===== config.mk =====
export PLATFORM = sky130hd
export DESIGN_NAME = twg_timer1_gate
export DESIGN_NICKNAME = d
export VERILOG_FILES = /design/src/twg_pkg.sv /design/src/twg_edge_det.sv /design/src/twg_gate_gen.sv /design/src/twg_timer1_gate.sv
export SDC_FILE = /design/constraint.sdc
export NUM_CORES = 1
export LEC_CHECK = 0
export ABC_AREA = 0
export ABC_CLOCK_PERIOD_IN_PS = 6710
export BUFFER_PORTS_ARGS = -buffer_cell sky130_fd_sc_hd__buf_4
export CAP_MARGIN = 20
export CORE_MARGIN = 2
export CORE_UTILIZATION = 48
export DETAILED_ROUTE_END_ITERATION = 6
export PLACE_DENSITY_LB_ADDON = 0.15
export SYNTH_ARGS = -nofsm -noshare
export SYNTH_HDL_FRONTEND = slang
export SYNTH_SLANG_ARGS = --single-unit
export TNS_END_PERCENT = 30

===== constraint.sdc =====
create_clock -name clk -period 6.71 [get_ports clk]
set_input_delay 0 -clock clk [delete_from_list [all_inputs] [get_ports clk]]
set_output_delay 0 -clock clk [all_outputs]
set_load 0.01 [all_outputs]

===== src/twg_pkg.sv =====
package twg_pkg;

    // ------------------------------------------------------------
    // Register map
    // ------------------------------------------------------------
    localparam logic [7:0] TWG_ADDR_CTRL2  = 8'h15;
    localparam logic [7:0] TWG_ADDR_STATUS = 8'h16;
    localparam logic [7:0] TWG_ADDR_INTST  = 8'h17;
    localparam logic [7:0] TWG_ADDR_INTMSK = 8'h18;
    localparam logic [7:0] TWG_ADDR_CTRL1  = 8'h19;
    localparam logic [7:0] TWG_ADDR_PERIOD = 8'h1A;

    localparam logic [7:0] TWG_RST_CTRL2   = 8'h00;
    localparam logic [7:0] TWG_RST_STATUS  = 8'h00;
    localparam logic [7:0] TWG_RST_CTRL1   = 8'h00;
    localparam logic [7:0] TWG_RST_PERIOD  = 8'h00;

    // ------------------------------------------------------------
    // Field positions
    // ------------------------------------------------------------
    localparam int TWG_BIT_EDGE    = 7;
    localparam int TWG_BIT_SRC_HI  = 6;
    localparam int TWG_BIT_SRC_LO  = 5;
    localparam int TWG_BIT_IEDGE   = 4;
    localparam int TWG_BIT_PCK_HI  = 3;
    localparam int TWG_BIT_PCK_LO  = 2;
    localparam int TWG_BIT_ROUTE   = 1;
    localparam int TWG_BIT_GATEFLG = 7;
    localparam int TWG_BIT_OVFFLG  = 6;
    localparam int TWG_BIT_START   = 0;
    localparam int TWG_BIT_CLEAR   = 1;
    localparam int TWG_BIT_DVMODE  = 2;
    localparam int TWG_BIT_EVT     = 0;

    // ------------------------------------------------------------
    // Counts
    // ------------------------------------------------------------
    localparam int          TWG_CNT_W     = 18;
    localparam int          TWG_PRE_W     = 14;
    localparam logic [4:0]  TWG_UNITS_MAX = 5'h10;
    localparam logic [3:0]  TWG_SHIFT_F0  = 4'hC;
    localparam logic [3:0]  TWG_SHIFT_S0  = 4'h4;

    typedef enum logic [1:0] {
        TWG_SRC_PIN,
        TWG_SRC_INTERNAL,
        TWG_SRC_TIMER6,
        TWG_SRC_RESERVED
    } twg_src_t;

    // Control fields decoded from the second control register
    typedef struct packed {
        logic       countEdgeSelect;
        twg_src_t   gateSourceSelect;
        logic       gateInterruptEdge;
        logic [1:0] gatePeriodClockSelect;
        logic       timer6PinRoute;
    } twg_ctrl_t;

    // Register port request
    typedef struct packed {
        logic [7:0] addr;
        logic [7:0] wdata;
        logic       wr;
        logic       rd;
    } twg_bus_t;

endpackage


===== src/twg_edge_det.sv =====
`timescale 1ns/1ns
`default_nettype none

// Edge detector on a synchronous level
module twg_edge_det (
    input  wire logic clk,
    input  wire logic reset_n,
    input  wire logic enable,
    input  wire logic level,
    input  wire logic bothEdges,
    output logic      fall,
    output logic      hit
);
    logic last;
    logic next_last;

    // Previous sample
    always_comb begin
        next_last = enable ? level : last;
    end

    always_ff @(posedge clk or negedge reset_n) begin
        if (!reset_n) begin
            last <= 1'b0;
        end else begin
            last <= next_last;
        end
    end

    assign fall = enable & last & ~level;
    assign hit  = enable & (last ^ level) & (bothEdges | last);
endmodule

`default_nettype wire


===== src/twg_gate_gen.sv =====
`timescale 1ns/1ns
`default_nettype none

// Internal window gate: high (16-Ta) units, low (16-Tb) units
module twg_gate_gen (
    input  wire logic       clk,
    input  wire logic       reset_n,
    input  wire logic       enable,
    input  wire logic       run,
    input  wire logic       unitTick,
    input  wire logic [3:0] highSet,
    input  wire logic [3:0] lowSet,
    output logic            gate
);
    import twg_pkg::*;

    logic [4:0] units;
    logic [4:0] next_units;
    logic       next_gate;
    logic [4:0] target;

    // Count time units, flip phase at 16 minus setting
    always_comb begin
        target     = gate ? (TWG_UNITS_MAX - {1'b0, highSet}) : (TWG_UNITS_MAX - {1'b0, lowSet});
        next_units = units;
        next_gate  = gate;
        if (!enable) begin
            next_units = units;
        end else if (!run) begin
            next_units = 5'h00;
            next_gate  = 1'b1;
        end else if (unitTick) begin
            if (units + 5'h01 >= target) begin // RULE6
                next_units = 5'h00;
                next_gate  = ~gate;
            end else begin
                next_units = units + 5'h01;
            end
        end
    end

    always_ff @(posedge clk or negedge reset_n) begin
        if (!reset_n) begin
            units <= 5'h00;
            gate  <= 1'b1;
        end else begin
            units <= next_units;
            gate  <= next_gate;
        end
    end
endmodule

`default_nettype wire


===== src/twg_timer1_gate.sv =====
`timescale 1ns/1ns
`default_nettype none

// ------------------------------------------------------------
// Timer 1 window gate and count configuration
// ------------------------------------------------------------
// Summary of operation
// [RULE1] Edge bit 0 counts falling input edges; 1 counts both edges.
// [RULE2] Gate source 01 internal generator, 10 inverted timer six, 11 reserved.
// [RULE3] Gate source 00 uses the external input pin as gate.
// [RULE4] Interrupt edge bit 0: gate falling edge; 1: both gate edges.
// [RULE5] Period clock 00/01/10 gives 2^12..14 fast or 2^4..6 slow periods.
// [RULE6] Internal gate high 16-Ta units, low 16-Tb units.
// [RULE7] Route bit 0 drives timer six output to pin 33; 1 does not.
// [RULE8] Software changes selections only while the timer is stopped.
// [RULE9] Software writes zero to bit 0 of control register two.
// [RULE10] Software keeps edge bit 0 in event and pulse width modes.
// [RULE11] Status bit 7 reads 1 while gate high counting, else 0.
// [RULE12] Counter wrap sets overflow flag, held until counter clear.
// [RULE13] Status register is read only; low six bits read zero.
module twg_timer1_gate (
    input  wire logic            clk,
    input  wire logic            reset_n,
    input  wire logic            clkEnable,
    input  wire twg_pkg::twg_bus_t bus,
    output logic [7:0]           rdata,
    input  wire logic            externalCountInput,
    input  wire logic            timerSixOutput,
    output logic                 portPinThreeThree,
    output logic                 portPinThreeThreeOe,
    output logic                 timerInterrupt,
    output logic                 irq
);
    import twg_pkg::*;

    // ------------------------------------------------------------
    // Registers
    // ------------------------------------------------------------
    logic [7:0]             ctrl2, next_ctrl2;
    logic [7:0]             ctrl1, next_ctrl1;
    logic [7:0]             period, next_period;
    logic [7:0]             intSt, next_intSt;
    logic [7:0]             intMsk, next_intMsk;
    logic [7:0]             next_rdata;
    logic [TWG_CNT_W-1:0]   counter, next_counter;
    logic                   ovfFlag, next_ovfFlag;
    logic [TWG_PRE_W-1:0]   pre, next_pre;
    logic                   next_pin, next_pinOe, next_tint, next_irq;
    twg_ctrl_t              ctrl;
    logic                   running, gateInt, gateSel;
    logic                   cntHit, gateHit, unitTick;
    logic [3:0]             shiftSel;
    logic [TWG_PRE_W-1:0]   preMask;

    assign ctrl    = twg_ctrl_t'(ctrl2[7:1]);
    assign running = ctrl1[TWG_BIT_START];

    // ------------------------------------------------------------
    // Gate period prescaler
    // ------------------------------------------------------------
    // Fast clock with divider bit 0 uses 2^12.., otherwise 2^4..  [RULE5]
    always_comb begin
        shiftSel = (ctrl1[TWG_BIT_DVMODE] ? TWG_SHIFT_S0 : TWG_SHIFT_F0)
                 + {2'b00, ctrl.gatePeriodClockSelect};                   // RULE5
        preMask  = TWG_PRE_W'((15'h0001 << shiftSel) - 15'h0001);
        unitTick = running && ((pre & preMask) == preMask)
                 && (ctrl.gatePeriodClockSelect != 2'b11);                // RULE5
        next_pre = !running ? '0 : pre + TWG_PRE_W'(1);
    end

    twg_gate_gen u_gate (
        .clk      (clk),
        .reset_n  (reset_n),
        .enable   (clkEnable),
        .run      (running),
        .unitTick (unitTick),
        .highSet  (period[7:4]),                              // RULE6
        .lowSet   (period[3:0]),
        .gate     (gateInt)
    );

    // Gate source multiplexer; reserved code holds gate low  [RULE2] [RULE3]
    always_comb begin
        case (ctrl.gateSourceSelect)
            TWG_SRC_PIN:      gateSel = externalCountInput;   // RULE3
            TWG_SRC_INTERNAL: gateSel = gateInt;              // RULE2
            TWG_SRC_TIMER6:   gateSel = ~timerSixOutput;      // RULE2
            default:          gateSel = 1'b0;                 // RULE2
        endcase
    end

    twg_edge_det u_cntEdge (
        .clk       (clk),
        .reset_n   (reset_n),
        .enable    (clkEnable),
        .level     (externalCountInput),
        .bothEdges (ctrl.countEdgeSelect),                    // RULE1
        .fall      (),
        .hit       (cntHit)
    );

    twg_edge_det u_gateEdge (
        .clk       (clk),
        .reset_n   (reset_n),
        .enable    (clkEnable),
        .level     (gateSel),
        .bothEdges (ctrl.gateInterruptEdge),                  // RULE4
        .fall      (),
        .hit       (gateHit)
    );

    // ------------------------------------------------------------
    // Counter and overflow
    // ------------------------------------------------------------
    // Counts selected input edges while the gate is high; a clear
    // request wipes the count, and the overflow unless the count wraps that cycle; a stop wipes both.  [RULE12]
    always_comb begin
        next_counter = counter;
        next_ovfFlag = ovfFlag;
        if (!running || ctrl1[TWG_BIT_CLEAR]) begin
            next_counter = '0;
            next_ovfFlag = 1'b0;                                           // RULE12
        end else if (cntHit && gateSel) begin                              // RULE1
            next_counter = counter + TWG_CNT_W'(1);
        end
        // A wrap in the cycle of a clear still leaves the flag set
        if (running && cntHit && gateSel && (&counter)) begin
            next_ovfFlag = 1'b1;                                           // RULE12
        end
    end

    // ------------------------------------------------------------
    // Register port
    // ------------------------------------------------------------
    // Writes; status address ignores writes, clear bit self-clears  [RULE13]
    always_comb begin
        next_ctrl2  = ctrl2;
        next_ctrl1  = ctrl1;
        next_period = period;
        next_intMsk = intMsk;
        next_ctrl1[TWG_BIT_CLEAR] = 1'b0;
        if (bus.wr) begin
            case (bus.addr)
                TWG_ADDR_CTRL2:  next_ctrl2  = {bus.wdata[7:1], 1'b0};
                TWG_ADDR_CTRL1:  next_ctrl1  = bus.wdata & 8'h07;
                TWG_ADDR_PERIOD: next_period = bus.wdata;
                TWG_ADDR_INTMSK: next_intMsk = bus.wdata & 8'h01;
                default:         next_ctrl2  = ctrl2;
            endcase
        end
    end

    // Read mux; bits 5..0 of status always zero  [RULE11] [RULE13]
    always_comb begin
        case (bus.addr)
            TWG_ADDR_CTRL2:  next_rdata = ctrl2;
            TWG_ADDR_STATUS: next_rdata = {gateSel & running, ovfFlag, 6'h00}; // RULE11
            TWG_ADDR_INTST:  next_rdata = intSt;
            TWG_ADDR_INTMSK: next_rdata = intMsk;
            TWG_ADDR_CTRL1:  next_rdata = ctrl1;
            TWG_ADDR_PERIOD: next_rdata = period;
            default:         next_rdata = 8'h00;
        endcase
        if (!bus.rd) begin
            next_rdata = 8'h00;
        end
    end

    // Sticky gate-edge event; set wins over read clear  [RULE4]
    always_comb begin
        next_intSt = intSt;
        if (bus.rd && bus.addr == TWG_ADDR_INTST) begin
            next_intSt = 8'h00;
        end
        if (gateHit && running) begin
            next_intSt[TWG_BIT_EVT] = 1'b1;                                // RULE4
        end
        next_tint  = gateHit && running;                                   // RULE4
        next_irq   = |(next_intSt & intMsk);
        next_pin   = timerSixOutput;
        next_pinOe = ~ctrl.timer6PinRoute;                                 // RULE7
    end

    // Registered state, frozen while the clock enable is low
    always_ff @(posedge clk or negedge reset_n) begin
        if (!reset_n) begin
            ctrl2               <= TWG_RST_CTRL2;
            ctrl1               <= TWG_RST_CTRL1;
            period              <= TWG_RST_PERIOD;
            intSt               <= 8'h00;
            intMsk              <= 8'h00;
            rdata               <= 8'h00;
            counter             <= '0;
            ovfFlag             <= 1'b0;
            pre                 <= '0;
            portPinThreeThree   <= 1'b0;
            portPinThreeThreeOe <= 1'b0;
            timerInterrupt      <= 1'b0;
            irq                 <= 1'b0;
        end else if (clkEnable) begin
            ctrl2               <= next_ctrl2;
            ctrl1               <= next_ctrl1;
            period              <= next_period;
            intSt               <= next_intSt;
            intMsk              <= next_intMsk;
            rdata               <= next_rdata;
            counter             <= next_counter;
            ovfFlag             <= next_ovfFlag;
            pre                 <= next_pre;
            portPinThreeThree   <= next_pin;
            portPinThreeThreeOe <= next_pinOe;
            timerInterrupt      <= next_tint;
            irq                 <= next_irq;
        end
    end
endmodule

`default_nettype wire


== After elaboration in Yosys (flattened, before gate mapping) ==
Index checks and enable logic that the tools add are counted.

* Memory bits (writable): 0
* ROM bits: 0
* Memories: 0
* Bits in latches: 0
* Output and inout port bits: 12
* Register bits after elaboration: 80
* Word-level logic and storage cells: 96
* Input port bits: 23

* Multipliers: 0
* Add/subtract/negate cells: 7
* Bitwise gates (word level): 14
* Muxes and demuxes: 20
* Reductions and logical operators: 23
* Divide/modulo/power cells: 0
* Shift operators: 1
* Equal/unequal tests: 12
* $lt $le $gt $ge: 1

{| class="wikitable"
|+ Operator list
! kind !! number
|-
| $eq 8x5->1 const B || 6
|-
| $pmux 8 s6 || 1
|-
| $mux 18 || 2
|-
| $mux 5 || 4
|-
| $add 18x1->18 const B || 1
|-
| $reduce_and 18->1 || 1
|-
| $mux 8 || 2
|-
| $reduce_and 3->1 || 5
|-
| $add 14x1->14 const B || 1
|-
| $and 14x14->14 || 1
|-
| $eq 14x14->1 || 1
|-
| $mux 14 || 1
|-
| $shl 1x4->14 const A || 1
|-
| $sub 14x1->14 const B || 1
|-
| $sub 5x4->5 const A || 2
|-
| $and 8x1->8 || 1
|-
| $logic_and 1x1->1 || 8
|-
| $reduce_or 8->1 || 1
|-
| $mux 1 || 6
|-
| $reduce_and 2->1 || 3
|-
| $add 5x1->5 const B || 1
|-
| $and 1x1->1 || 5
|-
| $ge 5x5->1 || 1
|-
| $add 4x2->4 || 1
|-
| other kinds (14) || 21
|}

== Depth between registers and ports, before layout ==
* Word-level depth: 10
* Mapped depth: 10

== Cells and area by module ==
From an unflattened synthesis, not the netlist that was laid out.

* Cells, all modules: 436
* Area total of the unflattened synthesis: 4245.3 sq um

{| class="wikitable"
|+ Modules (own cells, without submodules)
! module !! area an instance (sq um) !! times used !! sequential area each (sq um) !! cells an instance
|-
| twg_timer1_gate || 3535.9 || 1 || 1626.6 || 364
|-
| twg_gate_gen || 574.3 || 1 || 151.4 || 62
|-
| twg_edge_det || 67.6 || 2 || 25.0 || 5
|}

== Least setup slack after synthesis ==
No wires, ideal clock.

* Path type: register to register
* Start point: register u_gate.gate
* End point: register u_gate.gate
* Setup time: 79 ps
* Clock period less this slack: 2524 ps
* Cell stages (with the launch flop): 11
* Buffers on the path: 1
* Setup slack: 4186 ps
* Data arrival time: 2445 ps
* Cells stage by stage: dfstp_2 buf_6 mux2i_1 ha_1 xnor2_1 ha_1 nand2_1 o21ai_0 a31oi_1 or4_1 o211a_1

* Longest elaborated chain between the ends: 4

{| class="wikitable"
|+ Ends and longest elaborated chain
! element !! RTL line !! source
|-
| start, declared || twg_gate_gen.sv:13 || <nowiki>output logic gate</nowiki>
|-
| start signal, assigned || twg_gate_gen.sv:48 || <nowiki>gate <= next_gate;</nowiki>
|-
| $mux 5 or $not 1->1 (tied branches) || twg_gate_gen.sv:24, twg_gate_gen.sv:35 ||
|-
| $ge 5x5->1 or $mux 1 (tied branches) || twg_gate_gen.sv:33 || <nowiki>if (units + 5'h01 >= target) begin</nowiki>
|-
| $ne 2x1->1 (no line) or $mux 1 (tied branches) || -- ||
|-
| $reduce_and 3->1 (no line) or $mux 1 (tied branches) || -- ||
|}

Parallel ways exist; a longest one is shown, timed or not. The select of a mux whose other input is x is not followed.
A chain may end at the register's enable or synchronous reset.

== Worst setup path after layout ==
Ends and elaborated chain as after synthesis.

==> impl_summary.md <==
Logic synthesis
In this run, distinct cell masters in the synthesized netlist total slightly above 60. The net count after synthesis is about 420. The fraction of the yosys area taken by sequential cells is 0.462. In this run the cell area of the synthesized design comes to 3960 µm². The most common flop cell mapped by yosys is dfrtp_1. In this run, synthesis inferred 0 flip-flops with an integrated enable. After synthesis, the cell types taking the most area are dfrtp_1, mux2_2, ha_1, nand2_1, o21ai_0. The number of register bits inferred by synthesis is 73. The number of warning messages in the yosys log is 0.

In the post-synthesis netlist, the cell with the most instances is dfrtp_1. After synthesis, the most frequently instantiated cells are dfrtp_1, nand2_1, nor2_1. After technology mapping, the gate count stands at 388.

In the synthesized netlist the async set-or-reset flop fraction comes to 1.00. The dominant cell type by area after synthesis is dfrtp_1. Of the post-synthesis cell area, the dominant cell type holds 0.455. The average instance in the mapped netlist occupies ~10 µm².

Placed design
The HPWL reported at the end of detailed placement is 6130 µm. The post-place instance area is 4270 µm². At the placement stage, the worst setup path has a slack of 3.91 ns. The placer congestion estimate is ~0.81. The number of port buffers is 34.

Critical path
The data required time of the worst path is around 7 ns. Data on the critical path arrives at its endpoint at between 3 and 4 ns. Walking the worst path, the cells encountered are mux2i_1, ha_1, xnor2_1, ha_1, nand2_1, o21ai_0, a31oi_1, or4_1, o211a_1.

The biggest fanout along the worst timing path is 10. The nature of the critical path endpoint is a flip-flop. The cell seen most often among critical-path stages is ha_1. On the worst path, the slowest cell contributes a delay of roughly 0.66 ns. The type of origin of the critical path is a flip-flop.

The critical path in this run is classified as flip-flop to flip-flop. On the critical path, the stage with the largest delay is an instance of dfstp_2.

Floorplan
The placeable core region is 8090 µm². The overall die area is 8990 µm². The number of rows created at floorplan is 33. Measured along the x axis, the die boundary spans about 95 µm. From bottom edge to top edge, the die measures around 95 µm. For this configuration, the core starts out at a cell density of 0.489. The I/O pin count is 35.

STA
Setup slack on the critical path of the routed design comes to about 3.9 ns. Adding up every negative setup slack in the final design gives 0 ns. The final-report max-slew violation count is 0. The actual transition at the worst max-transition pin is roughly 0.91 ns. Based on the critical path, the design can be clocked at up to ~360 MHz. Between clock sinks in the finished design, the worst skew comes to ~0.0062 ns. The final number of hold-violating endpoints is 0. Setup repair after global routing left no endpoint under its margin. The number of setup violations in the final report is 0. Dividing the final minimum period by the clock period gives 0.419.

The smallest clock period supported by the final layout is computed as approximately 2.8 ns. Headroom to the max-slew limit came out at 0.395.

Cells and area
The total of fill cells in the finished design is between 700 and 800. After the last flow step, the layout net total stands at between 400 and 500. Compared with the post-synthesis result, the final layout area differs by 17.0%.

The sequential cells in the finished layout cover a total of between 1500 and 2000 µm². The fraction of layout cells with a size suffix above 1 is 0.191. After routing the design area is ~4600 µm². The multi-input combinational cell area is just over 2000 µm². The number of antenna diodes in the final layout is 0.

Power and ir drop
IR analysis of the VDD net gives a maximum drop of between 0.15 and 0.2 mV. The power per cell area is 202 nW/µm². The reported leakage power is 0.00207 µW.

Route
The number of DRC violations after detailed routing is 0. The detailed-route wire length is 8790 µm. The first detailed-routing pass took 4 iterations. The remaining number of nets flagged by the antenna check after routing is 0. The average routed wire per standard cell is roughly 16 µm. Detailed routing inserted a total of roughly 3100 vias. In the routed layout, each cell is associated on average with a via count of roughly 5.8. The number of violations reported at the end of detailed-routing iteration 0 is ~190.

Clock tree
The number of clock sinks is 73. The tree is rooted in a clkbuf_8. Gates resized during post-CTS repair numbered 0. The post-cts hold buffer count is 12.

The clock tree synthesis step divided the H-tree into 3 levels. The later-pin clock latency in the skew report is 0.34 ns. The clock slew seen by the registers of the worst setup and hold paths is 0.08 ns. Buffers added to address setup during post-CTS repair amount to 0.

TritonCTS built the clock tree. The maximum clock path buffer count is 2. TritonCTS created 9 clock buffers.

Run
Max-cap violations in this run came to 0.

Global route
The first global-routing pass estimated 15100 µm of wire. The total routing resource utilization after global routing is 0.218. The final global-route overflow total is 0. The number of global-route vias before repair is 3133. The initial antenna violation count is 0. The pin count of the biggest net entering global routing is 74.

Min path
The path category of the worst min-delay check is primary input to flip-flop.

Run status
The run finished with clean final reports.
==> routing by layer <==
| layer | routed length [µm] | GRT usage | up-vias |
|---|---|---|---|
| li1 | - | - | 1520 |
| met1 | 4150 | 0.300 | 1536 |
| met2 | 4270 | 0.346 | 55 |
| met3 | 311 | 0.0623 | 6 |
| met4 | 63 | 0.0411 | 0 |
| met5 | 0 | 0 | - |
==> worst paths after layout <==
kind / start / end / slack (ns) / depth (start not counted)
setup / recovery: u_gate.gate / u_gate.gate / 3.90 / 9
setup reg to reg: u_gate.gate / u_gate.gate / 3.90 / 9
hold / removal: bus[10] / intMsk[0] / 0.08 / 3
min in group asynchronous: reset_n / pre[7] / 0.33 / 2
max in group asynchronous: reset_n / period[1] / 5.81 / 2
hold reg to reg: timerInterrupt / timerInterrupt / 0.49 / 1
==> power by group <==
part	switching [µW]	internal [µW]	total, µW
logic	35.2	26.5	61.7
clock network	163	257	420
registers	6.57	446	452
==> stage by stage <==
stage / instances / utilization / total power (µW) / hold WS (ns)
floorplan: 388 / - / 487 / -0.296
global placement: 512 / 0.528 / 516 / 0.199
detailed placement: 512 / 0.528 / 518 / 0.197
CTS: 540 / 0.573 / 943 / 0.0602
global route: 540 / 0.573 / 973 / 0.0607
finish: 540 / 0.573 / 934 / 0.0793
==> critical path: cells and delay by family (launching register included) <==
family          cells  cell delay (ns)
flops               1             0.66
mux                 1             0.33
fa+ha+maj           2             0.53
compound gates      3             0.58
simple gates        2             0.57
xor+xnor            1             0.08
==> area by class of cell <==
cell class,count,area share
Multi-Input combinational cell,290,0.435
Clock buffer,11,0.0305
Inverter,10,0.00810
Timing Repair Buffer,46,0.0810
Sequential cell,73,0.395
Clock inverter,5,0.0221
Tap cell,105,0.0284
==> layout by cell type, fill, tap and decap left out, drive strengths merged, types with 7 or more instances in the layout <==
cell type	instances
a21oi	15
a22o	7
a22oi	8
and3	7
and4	7
buf	34
clkbuf	11
dfrtp	72
dlygate4sd3	12
ha	10
inv	9
mux2	22
mux2i	7
nand2	32
nand3	15
nand4	9
nor2	24
o211ai	8
o21ai	24
o2bb2ai	8
or3	7
xnor2	7
xor2	12
==> state kept, by name, indices dropped and copies added (netlist names), 3 cells and up <==
name and count:
period 8, counter 18, rdata 8, u_gate.units 5
ctrl1 3, pre 14, ctrl2 7
==> logic make-up after synthesis <==
kind of cell | share of synthesized area
AO/OA/AOI/OAI | 0.161
AND/OR/NAND/NOR | 0.195
adder cells (fa/ha/maj) | 0.0316
XOR/XNOR | 0.0420
multiplexers | 0.0803
buffers and inverters | 0.0291
flip-flops | 0.462
(Power assumes the default switching activity.)
